===== config.mk =====
export PLATFORM = sky130hd
export DESIGN_NAME = lsc_exec
export DESIGN_NICKNAME = d
export VERILOG_FILES = /design/src/hw/lsc_pkg.sv /design/src/hw/lsc_exec.sv
export SDC_FILE = /design/constraint.sdc
export NUM_CORES = 1
export LEC_CHECK = 0
export ABC_AREA = 1
export BUFFER_PORTS_ARGS = -buffer_cell sky130_fd_sc_hd__buf_2
export CAP_MARGIN = 30
export CORE_MARGIN = 10
export CORE_UTILIZATION = 35
export CTS_CLUSTER_DIAMETER = 40
export CTS_CLUSTER_SIZE = 40
export DETAILED_ROUTE_END_ITERATION = 12
export HOLD_SLACK_MARGIN = 0.02
export PLACE_DENSITY = 0.59
export SLEW_MARGIN = 10
export SYNTH_ARGS = -nofsm -noshare
export SYNTH_HDL_FRONTEND = slang
export SYNTH_SLANG_ARGS = --single-unit

===== constraint.sdc =====
create_clock -name clk -period 3.27 [get_ports clk]
set_clock_uncertainty 0.1 [all_clocks]
set_input_delay 0.327 -clock clk [delete_from_list [all_inputs] [get_ports clk]]
set_output_delay 0.327 -clock clk [all_outputs]
set_load 0.03 [all_outputs]

===== src/hw/lsc_pkg.sv =====
// Package for the load, store and counter execution block.
// Assumes a single clock, one instruction presented at a time.
package lsc_pkg;

   // ****************************************************************
   // Operation codes presented on the instruction port
   // ****************************************************************
   typedef enum logic [4:0] {
      OP_NOP                      = 5'h00,
      OP_LOAD_ACCUMULATOR         = 5'h01,
      OP_LOAD_INDEX_X             = 5'h02,
      OP_LOAD_INDEX_Y             = 5'h03,
      OP_STORE_ACCUMULATOR        = 5'h04,
      OP_STORE_INDEX_X            = 5'h05,
      OP_STORE_INDEX_Y            = 5'h06,
      OP_INCREMENT_MEMORY         = 5'h07,
      OP_DECREMENT_MEMORY         = 5'h08,
      OP_INCREMENT_INDEX_X        = 5'h09,
      OP_INCREMENT_INDEX_Y        = 5'h0A,
      OP_DECREMENT_INDEX_X        = 5'h0B,
      OP_DECREMENT_INDEX_Y        = 5'h0C,
      OP_COPY_X_TO_ACCUMULATOR    = 5'h0D,
      OP_COPY_STACK_POINTER_TO_X  = 5'h0E,
      OP_COPY_X_TO_STACK_POINTER  = 5'h0F,
      OP_BRANCH_IF_NONZERO        = 5'h10,
      OP_CLEAR_IRQ_MASK           = 5'h11,
      OP_SET_IRQ_MASK             = 5'h12
   } lsc_op_t;

   // ****************************************************************
   // Execution states
   // ****************************************************************
   typedef enum logic [4:0] {
      ST_IDLE  = 5'b00001,
      ST_READ  = 5'b00010,
      ST_WAIT  = 5'b00100,
      ST_WRITE = 5'b01000,
      ST_DONE  = 5'b10000
   } lsc_state_t;

   // ****************************************************************
   // Reset values
   // ****************************************************************
   localparam logic [7:0]  RST_ACC    = 8'h00;
   localparam logic [7:0]  RST_X      = 8'h00;
   localparam logic [7:0]  RST_Y      = 8'h00;
   localparam logic [7:0]  RST_SP     = 8'hFF;
   localparam logic        RST_IRQ_MASK = 1'b1;
   localparam logic [15:0] RST_PC     = 16'h0000;
   // Cycles from read strobe to data sampled (synchronous memory)
   localparam int unsigned MEM_READ_LAT = 1;

endpackage


===== src/hw/lsc_exec.sv =====
// Execution unit for loads, stores, counters, transfers and branches.
// Assumes an external decoder hands one operation with its effective
// address (or immediate byte) and a synchronous memory with one cycle
// read latency on the same clock.
//
// Function
// - Memory loads only read; no write strobe during a load.
// - Accumulator holds loaded byte until another operation writes it.
// - Accumulator load takes immediate operand byte instead of memory.
// - X and Y loads take immediate byte or memory byte likewise.
// - Stores write current A, X or Y byte to the address.
// - Stores leave the source register unchanged.
// - Stores have no immediate form; immediate store is refused.
// - Increment memory reads, adds one, writes back same address.
// - Index increment wraps 255 to 0.
// - Increment Y behaves as increment X, implied, no operand.
// - Increment memory works on any full 16-bit address.
// - Memory byte 255 increments to 0 with no carry out.
// - Decrements mirror increments, subtracting one modulo 256.
// - Copy X to accumulator leaves X unchanged.
// - Branch on nonzero falls through when zero flag set.
// - X and stack pointer copy both ways, source unchanged.
// - Instructions clear and set the interrupt mask bit.
`timescale 1ns/1ps
module lsc_exec
   import lsc_pkg::*;
#(
   parameter int unsigned ADDR_W = 16
) (
   // Clock and reset
   input  wire logic              clk,
   input  wire logic              rst,
   // Instruction stream
   input  wire logic              op_valid,
   input  wire logic [4:0]        op_code,
   input  wire logic              op_immediate,
   input  wire logic [7:0]        op_operand,
   input  wire logic [ADDR_W-1:0] op_addr,
   input  wire logic [15:0]       op_next_pc,
   output logic                   op_ready,
   output logic                   op_done,
   output logic                   op_refused,
   // Memory bus
   output logic [ADDR_W-1:0]      mem_addr,
   output logic                   mem_rd,
   output logic                   mem_wr,
   output logic [7:0]             mem_wdata,
   input  wire logic [7:0]        mem_rdata,
   // Architectural state
   output logic [7:0]             reg_acc,
   output logic [7:0]             reg_x,
   output logic [7:0]             reg_y,
   output logic [7:0]             reg_sp,
   output logic                   flag_zero,
   output logic                   flag_negative,
   output logic                   irq_mask,
   output logic [15:0]            pc
);

   if (ADDR_W != 16) begin : g_addr_check
      $error("lsc_exec needs a 16-bit address space");
   end

   // ****************************************************************
   // Decode
   // ****************************************************************
   function automatic logic [7:0] step(input logic [7:0] v,
                                       input logic       up);
      // Eight-bit result: carry or borrow is dropped on purpose
      step = up ? 8'(v + 8'h01) : 8'(v - 8'h01);
   endfunction

   lsc_op_t     op;
   lsc_state_t  state;
   lsc_state_t  next_state;
   lsc_op_t     cur_op;
   logic [7:0]  mem_byte;

   assign op = lsc_op_t'(op_code);

   wire is_load  = op == OP_LOAD_ACCUMULATOR || op == OP_LOAD_INDEX_X
                || op == OP_LOAD_INDEX_Y;
   wire is_store = op == OP_STORE_ACCUMULATOR || op == OP_STORE_INDEX_X
                || op == OP_STORE_INDEX_Y;
   wire is_rmw   = op == OP_INCREMENT_MEMORY || op == OP_DECREMENT_MEMORY;
   wire cur_up   = cur_op == OP_INCREMENT_MEMORY;
   wire cur_rmw  = cur_op == OP_INCREMENT_MEMORY
                || cur_op == OP_DECREMENT_MEMORY;
   wire idle     = state == ST_IDLE;
   wire take     = idle && op_valid;
   wire refuse   = take && is_store && op_immediate;
   wire needs_rd = take && ((is_load && !op_immediate) || is_rmw);
   wire do_store = take && is_store && !op_immediate;
   wire [7:0] store_src = op == OP_STORE_INDEX_X ? reg_x :
                          op == OP_STORE_INDEX_Y ? reg_y : reg_acc;
   wire [7:0] rmw_result = step(mem_byte, cur_up);

   assign op_ready   = idle;
   assign op_refused = refuse;

   // ****************************************************************
   // Sequencer
   // ****************************************************************
   always_comb begin
      next_state = state;
      case (state)
         ST_IDLE: begin
            if (needs_rd) begin
               next_state = ST_READ;
            end else if (do_store) begin
               next_state = ST_WRITE;
            end
         end
         ST_READ:  next_state = ST_WAIT;
         ST_WAIT:  next_state = cur_rmw ? ST_WRITE : ST_DONE;
         ST_WRITE: next_state = ST_DONE;
         ST_DONE:  next_state = ST_IDLE;
         default:  next_state = ST_IDLE;
      endcase
   end

   always_ff @(posedge clk or posedge rst) begin
      if (rst) begin
         state <= ST_IDLE;
      end else begin
         state <= next_state;
      end
   end

   // ****************************************************************
   // Memory port
   // ****************************************************************
   always_ff @(posedge clk or posedge rst) begin
      if (rst) begin
         cur_op    <= OP_NOP;
         mem_addr  <= '0;
         mem_rd    <= 1'b0;
         mem_wr    <= 1'b0;
         mem_wdata <= 8'h00;
         mem_byte  <= 8'h00;
      end else begin
         mem_rd <= needs_rd;
         // write only for stores and counters
         mem_wr <= do_store || (state == ST_WAIT && cur_rmw);
         if (take) begin
            cur_op <= op;
            mem_addr <= op_addr;
         end
         if (do_store) begin
            mem_wdata <= store_src;
         end
         if (state == ST_WAIT) begin
            mem_byte <= mem_rdata;
         end
         // modified byte back to same address
         if (state == ST_WAIT && cur_rmw) begin
            mem_wdata <= step(mem_rdata, cur_up);
         end
      end
   end

   // ****************************************************************
   // Registers and flags
   // ****************************************************************
   logic [7:0] res;
   logic       upd_flags;
   always_comb begin
      res       = 8'h00;
      upd_flags = 1'b0;
      if (state == ST_WAIT && !cur_rmw) begin
         res       = mem_rdata;
         upd_flags = 1'b1;
      end else if (state == ST_DONE && cur_rmw) begin
         res       = rmw_result;
         upd_flags = 1'b1;
      end else if (take && !refuse) begin
         upd_flags = 1'b1;
         case (op)
            OP_LOAD_ACCUMULATOR, OP_LOAD_INDEX_X, OP_LOAD_INDEX_Y: begin
               res       = op_operand;
               upd_flags = op_immediate;
            end
            OP_INCREMENT_INDEX_X:       res = step(reg_x, 1'b1);
            OP_INCREMENT_INDEX_Y:       res = step(reg_y, 1'b1);
            OP_DECREMENT_INDEX_X:       res = step(reg_x, 1'b0);
            OP_DECREMENT_INDEX_Y:       res = step(reg_y, 1'b0);
            OP_COPY_X_TO_ACCUMULATOR:   res = reg_x;
            OP_COPY_STACK_POINTER_TO_X: res = reg_sp;
            default:                    upd_flags = 1'b0;
         endcase
      end
   end

   // Immediate loads finish at take; memory loads at the wait state
   wire [4:0] wr_op = (take && !refuse) ? op_code : cur_op;

   always_ff @(posedge clk or posedge rst) begin
      if (rst) begin
         reg_acc       <= RST_ACC;
         reg_x         <= RST_X;
         reg_y         <= RST_Y;
         reg_sp        <= RST_SP;
         irq_mask      <= RST_IRQ_MASK;
         flag_zero     <= 1'b0;
         flag_negative <= 1'b0;
         pc            <= RST_PC;
         op_done       <= 1'b0;
      end else begin
         op_done <= (take && !refuse && !needs_rd && !do_store)
                 || state == ST_DONE;
         // A, X and Y written only here, on result
         if (upd_flags) begin
            flag_zero     <= res == 8'h00;
            flag_negative <= res[7];
            case (lsc_op_t'(wr_op))
               OP_LOAD_ACCUMULATOR, OP_COPY_X_TO_ACCUMULATOR:
                  reg_acc <= res;
               OP_LOAD_INDEX_X, OP_INCREMENT_INDEX_X,
               OP_DECREMENT_INDEX_X, OP_COPY_STACK_POINTER_TO_X:
                  reg_x <= res;
               OP_LOAD_INDEX_Y, OP_INCREMENT_INDEX_Y,
               OP_DECREMENT_INDEX_Y:
                  reg_y <= res;
               default: ;
            endcase
         end
         if (take && !refuse) begin
            if (op == OP_COPY_X_TO_STACK_POINTER) begin
               reg_sp <= reg_x;
            end
            if (op == OP_CLEAR_IRQ_MASK) begin
               irq_mask <= 1'b0;
            end
            if (op == OP_SET_IRQ_MASK) begin
               irq_mask <= 1'b1;
            end
            // taken only when nonzero, else fall through
            if (op == OP_BRANCH_IF_NONZERO && !flag_zero) begin
               pc <= op_addr;
            end else begin
               pc <= op_next_pc;
            end
         end
      end
   end
endmodule


**Word level (Yosys, flattened, before mapping)**

Index checks and enable logic that the tools add are counted.

- Register bits: 96
- Latch bits: 0
- Bits in writable memories: 0
- Bits in read-only memories: 0
- Input bits: 57
- Output and inout bits: 80
- Word-level logic and storage cells: 122
- Memories: 0

- Add/subtract/negate cells: 8
- Multipliers: 0
- Divide/modulo/power cells: 0
- Magnitude comparators: 0
- Eq/ne operators: 35
- Shift operators: 0
- Multiplexer cells: 22
- Bitwise logic cells: 0
- Reductions and logical operators: 41

Operators by type and width:

| kind | count |
|---|---|
| equality test 5 x 4 -> 1 bit (second input constant) | 16 |
| 2-to-1 mux 8 bit | 9 |
| case mux 8 bit (7 select lines) | 1 |
| adder 8 x 1 -> 8 bit (second input constant) | 4 |
| subtractor 8 x 1 -> 8 bit (second input constant) | 4 |
| equality test 5 x 3 -> 1 bit (second input constant) | 6 |
| equality test 5 x 2 -> 1 bit (second input constant) | 5 |
| equality test 5 bit (second input constant) | 4 |
| 2-to-1 mux 5 bit | 4 |
| case mux 5 bit (4 select lines) | 1 |
| 2-to-1 mux 16 bit | 1 |
| equality test 5 x 1 -> 1 bit (second input constant) | 3 |
| logical AND 1 bit | 13 |
| AND reduction 2 bit | 5 |
| logical OR 1 bit | 9 |
| logical NOT 8 bit | 1 |
| logical NOT 1 bit | 6 |
| OR reduction 3 bit | 2 |
| OR reduction 6 bit | 1 |
| 2-to-1 mux 1 bit | 5 |
| nonzero test 2 bit | 2 |
| OR reduction 4 bit | 1 |
| inequality test 3 x 1 -> 1 bit (second input constant) | 1 |
| case mux 1 bit (2 select lines) | 1 |
| OR reduction 2 bit | 1 |

**Longest topological paths before layout**

- Depth in word-level cells: 11
- Gate-level depth with buffers: 21
- Gate-level depth less buffers: 20

**Least setup slack after synthesis**

Ideal clock, no wire load.

- Kind: in2reg
- From: input port op_code[4]
- To: register flag_zero
- Arrival time: 2.405 ns
- Required time: 3.105 ns
- Slack: 0.699 ns
- Cell stages on the path: 18
- Buffers on the path: 1
- Cells stage by stage: inv_2 > buf_2 > nand2_1 > nor2_1 > nand2_1 > inv_1 > fa_1 > inv_1 > nor2_1 > nor2_1 > nand3_1 > nand2_1 > nand2_1 > nor2_1 > nand3_1 > nor2_1 > nand3_1 > nand2_1

- Word-level cells in the longest chain between the ends: 11
- Elaborated cells between the ends (all ways): 29

RTL lines:

| element | RTL line | source |
|---|---|---|
| from (decl) | lsc_exec.sv:35 | `input wire logic [4:0] op_code,` |
| branches (longest 11 deep; another with case mux 8 bit (7 select lines)) | n/a |  |
| to (signal assigned) | lsc_exec.sv:204 | `flag_zero <= 1'b0;` |
| to (signal assigned) | lsc_exec.sv:213 | `flag_zero <= res == 8'h00;` |
| to (decl) | lsc_exec.sv:54 | `output logic flag_zero,` |

Parallel ways; which one is timed is not known.
A chain may end at the register's enable or synchronous reset.

**Final worst setup path**

- From: register cur_op[2]
- To: register reg_y[2]

- Word-level cells in the longest chain between the ends: 6
- Elaborated cells between the ends (all ways): 17

RTL lines:

| element | RTL line | source |
|---|---|---|
| from (decl) | lsc_exec.sv:76 | `lsc_op_t cur_op;` |
| from (signal assigned) | lsc_exec.sv:146 | `cur_op <= op;` |
| equality test 5 x 3 -> 1 bit or equality test 5 x 4 -> 1 bit (tied branches) | lsc_exec.sv:86, lsc_exec.sv:87, lsc_exec.sv:88 |  |
| logical OR 1 bit | lsc_exec.sv:88 | `\|\| cur_op == OP_DECREMENT_MEMORY;` |
| logical AND 1 bit or logical NOT 1 bit (tied branches) | lsc_exec.sv:173, lsc_exec.sv:170 |  |
| 2-to-1 mux 1 bit or logical AND 1 bit (tied branches) | lsc_exec.sv:173, lsc_exec.sv:170 |  |
| 2-to-1 mux 1 bit | lsc_exec.sv:170 | `if (state == ST_WAIT && !cur_rmw) begin` |
| AND reduction 2 bit (no source line) | n/a |  |
| to (signal assigned) | lsc_exec.sv:223 | `reg_y <= res;` |
| to (decl) | lsc_exec.sv:52 | `output logic [7:0] reg_y,` |

Several ways; a longest one is shown, not always the timed one.

==> qor.csv <==
metric;value;unit
run status;completed;
part of the total power dissipated in combinational logic;40.3;%
global-route wire length before repair;33.56;mm
first drt pass iteration count;5;
VDD IR max;0.4053;mV
die area;23550;um2
number of sinks on the clock net;96;
maximum level of the CTS H-tree;3;
latest clock arrival within the worst-skew pair;360;ps
Avg Vias per Cell;5.090;
Placement Cell Area;7237;um2
type of the worst setup path;reg -> reg;
share of synthesized cell area in full adder, half adder and majority cells;6.101;%
placeable core area;17360;um2
pre-CTS setup slack;339.2;ps
worst setup slack after layout;442.9;ps
Register Area;2415;um2
max-capacitance violation count;0;
cell-internal power;2.668;mW
library cell used as clock root buffer;clkbuf_16;
Net Count, Synth;961;
DRC violation total after the first TritonRoute iteration;445;
Gate Count Post-Synth;876;
DPL Wire Length;16.35;mm
total of buffers placed on input and output ports;136;
number of cells in the finished layout apart from fillers;1251;
fraction of layout cells with a size suffix above 1;21.51;%
clock group share of total power;23.5;%
count of filler cells inserted in the layout;1814;
vias in the first global route;6302;
sort of element at the end of the critical path;flip-flop;
number of routed nets with antenna violations;0;
P per Cell Area;627.1;nW/um2
main combinational cell family by area after synthesis;simple AND/OR/NAND/NOR gates;
number of rows in the core area;48;
number of hold violations in the final report;0;
number of vias in the routed layout;6368;
Max-Slew Margin vs Limit;54.96;%
data arrival time of the critical path;2970;ps
leakage power figure;4.109;nW
Synth Area in Simple Gates;36.42;%
Setup Total Neg Slack;0;ps
Final Cycle Share;86.46;%
clock transition at the register clock pins on the worst setup and hold paths after CTS;80;ps
wire length per cell after detailed routing;16.70;um
post-layout minimum cycle time;2827;ps
average footprint of a synthesized cell;7.117;um2
sequential share of the synthesized area;38.73;%
share of power burned in registers;36.1;%
pin count of the biggest net entering global routing;50;
proportion of total power due to net switching;43.72;%
TritonCTS Buffers;9;
utilization of the core after routing;43.56;%
Max Transition Viols Final;0;
register bit count reported by yosys;96;
critical path fanouts, max;10;
global route overflow;0;
Total Wirelength;20.89;mm
compound-gate portion of the synthesized area;10.11;%
startpoint type of the worst setup path;flip-flop;
number of placed cells counting well taps;1231;
clock tree from TritonCTS;yes;
CP required;3410;ps
Worst Max-Slew Pin Slew;675.7;ps
Yosys cell types;50;
net total in the final layout;1103;
Synth-to-Final Area Change;21.25;%
Final setup viols;0;
yosys warns;0;
post-synthesis share of cell area spent on xor and xnor gates;0.9833;%
multiplexer share of the synthesized area;0.7024;%
worst min-delay path category;in -> reg;
footprint of the multi-input gates;3398;um2
maximum root-to-sink buffer count;2;
DRC violations left;0;
Net Switching;2.073;mW
weighted congestion reported at the end of routability-driven placement;0.9379;
die boundary width;153.5;um
synthesized area;6235;um2
maximum achievable frequency;0.3537;GHz
Initial Utilization;35.92;%
number of antenna violations at the first check in global routing;7;
final instance area;7560;um2
total global-route track usage;17.36;%
setup repair after global routing missed its margin;no;
vertical die dimension;153.5;um
I/O pins;137;
[cells in the final DEF (no fill, tap or decap), drive strengths merged, types with 2 or more instances in the layout]
master | netlist | routed
a21oi | 18 | 18
a31oi | 21 | 21
buf | 9 | 150
clkbuf | 11 | 9
clkinv | 1 | 4
dfrtp | 86 | 86
dfstp | 10 | 10
diode | 0 | 3
fa | 4 | 4
ha | 24 | 24
inv | 90 | 92
mux2 | 3 | 3
nand2 | 293 | 293
nand3 | 116 | 116
nand3b | 4 | 4
nand4 | 14 | 14
nor2 | 89 | 89
nor3 | 5 | 5
o211ai | 5 | 5
o21ai | 49 | 49
o22ai | 2 | 2
or2 | 5 | 5
xnor2 | 2 | 2
xor2 | 5 | 5
[power by group through the flow]
stage	Clock [mW]	Combinational (mW)	Sequential (mW)
2_1_floorplan	0	0.893	2.16
3_3_place_gp	0	1.91	1.73
3_5_place_dp	0	1.93	1.72
4_1_cts	1.14	1.93	1.71
5_1_grt	1.18	2.12	1.76
6_report	1.11	1.91	1.71
[cells by family after synthesis]
kind of cell               count (synthesis)
and+or+nand+nor                          528
buffers and inverters                    111
AOI/OAI and AO/OA                        102
DFF                                       96
adders and majority gates                 28
xor gates and xnor gates                   7
muxes                                      4
[flip-flops by register name, indices dropped and copies added (netlist names), 5 cells and up]
register,flops
pc,16
cur_op,5
reg_x,8
mem_addr,16
mem_byte,8
reg_sp,8
mem_wdata,8
reg_y,8
state,5
reg_acc,8
[critical path, stage by stage, from the launching register on]
cell and delay [ps]:
dfrtp_1 430, nand2_1 80, nor2_1 40, nand2_1 330, buf_4 260, nand2_1 130, nor2_1 310, inv_2 170
nand3_2 150, nand2_2 110, a21oi_4 310, nand2_4 140, nand2_1 90, nand2_1 60
[synth_stat cells (all sizes together)]
cell | instances | area [um2]
a21boi | 1 | 7.510
a21o | 1 | 7.510
a21oi | 18 | 101.4
a22oi | 1 | 7.510
a31oi | 21 | 131.4
a32o | 1 | 10.01
and2 | 1 | 6.260
and3 | 1 | 6.260
buf | 9 | 50.05
clkbuf | 11 | 41.29
clkinv | 1 | 3.750
dfrtp | 86 | 2152
dfstp | 10 | 262.8
fa | 4 | 80.08
ha | 24 | 300.3
inv | 90 | 337.8
mux2 | 3 | 33.78
mux2i | 1 | 10.01
nand2 | 293 | 1122
nand3 | 116 | 585.6
nand3b | 4 | 30.03
nand4 | 14 | 100.1
nor2 | 89 | 359.1
nor3 | 5 | 30.03
o211a | 1 | 10.01
o211ai | 5 | 42.54
o21ai | 49 | 282.8
o221ai | 1 | 8.760
o22ai | 2 | 12.51
o311ai | 1 | 8.760
or2 | 5 | 31.28
xnor2 | 2 | 17.52
xor2 | 5 | 43.79
[final timing paths]
check / slack [ps] / endpoint / cells after the start / start
worst max-delay path: 440 / reg_y[2] / 13 / cur_op[2]
worst min-delay path: 70 / mem_addr[7] / 3 / op_addr[7]
worst max register to register: 440 / reg_y[2] / 13 / cur_op[2]
worst min register to register: 380 / mem_wdata[6] / 2 / mem_wdata[6]
max in group asynchronous: 1800 / state[0] / 4 / rst
min in group asynchronous: 500 / pc[6] / 3 / rst
[layout make-up]
type / count / share of cell area (%)
Multi-Input combinational cell: 669 / 44.95
Sequential cell: 96 / 31.94
Timing Repair Buffer: 151 / 10.69
Inverter: 91 / 4.551
Tap cell: 225 / 3.724
Clock buffer: 9 / 2.979
Clock inverter: 7 / 1.059
Antenna cell: 3 / 0.09930
[per-stage QoR]
step / hold WS, ps / power [mW]
floorplan: 336.6 / 3.050
global placement: 357.5 / 3.648
detailed placement: 361.9 / 3.654
CTS: 62.27 / 4.786
global route: 72.95 / 5.061
finish: 72.12 / 4.741
[timing repair]
item,4_1_cts,5_1_grt
endpoints found under the hold margin,39,0
hold buffers,1,0
buffers inserted,0,0
resized for setup,0,0
endpoints found under the setup margin,0,0
[layer usage]
metal	track usage, %	vias up	routed length (um)
li1	-	3169	-
met1	22.71	2946	9622
met2	26.76	226	9177
met3	5.920	21	1774
met4	4.408	6	278
met5	0	-	39
Power figures use the tool's default switching activity.
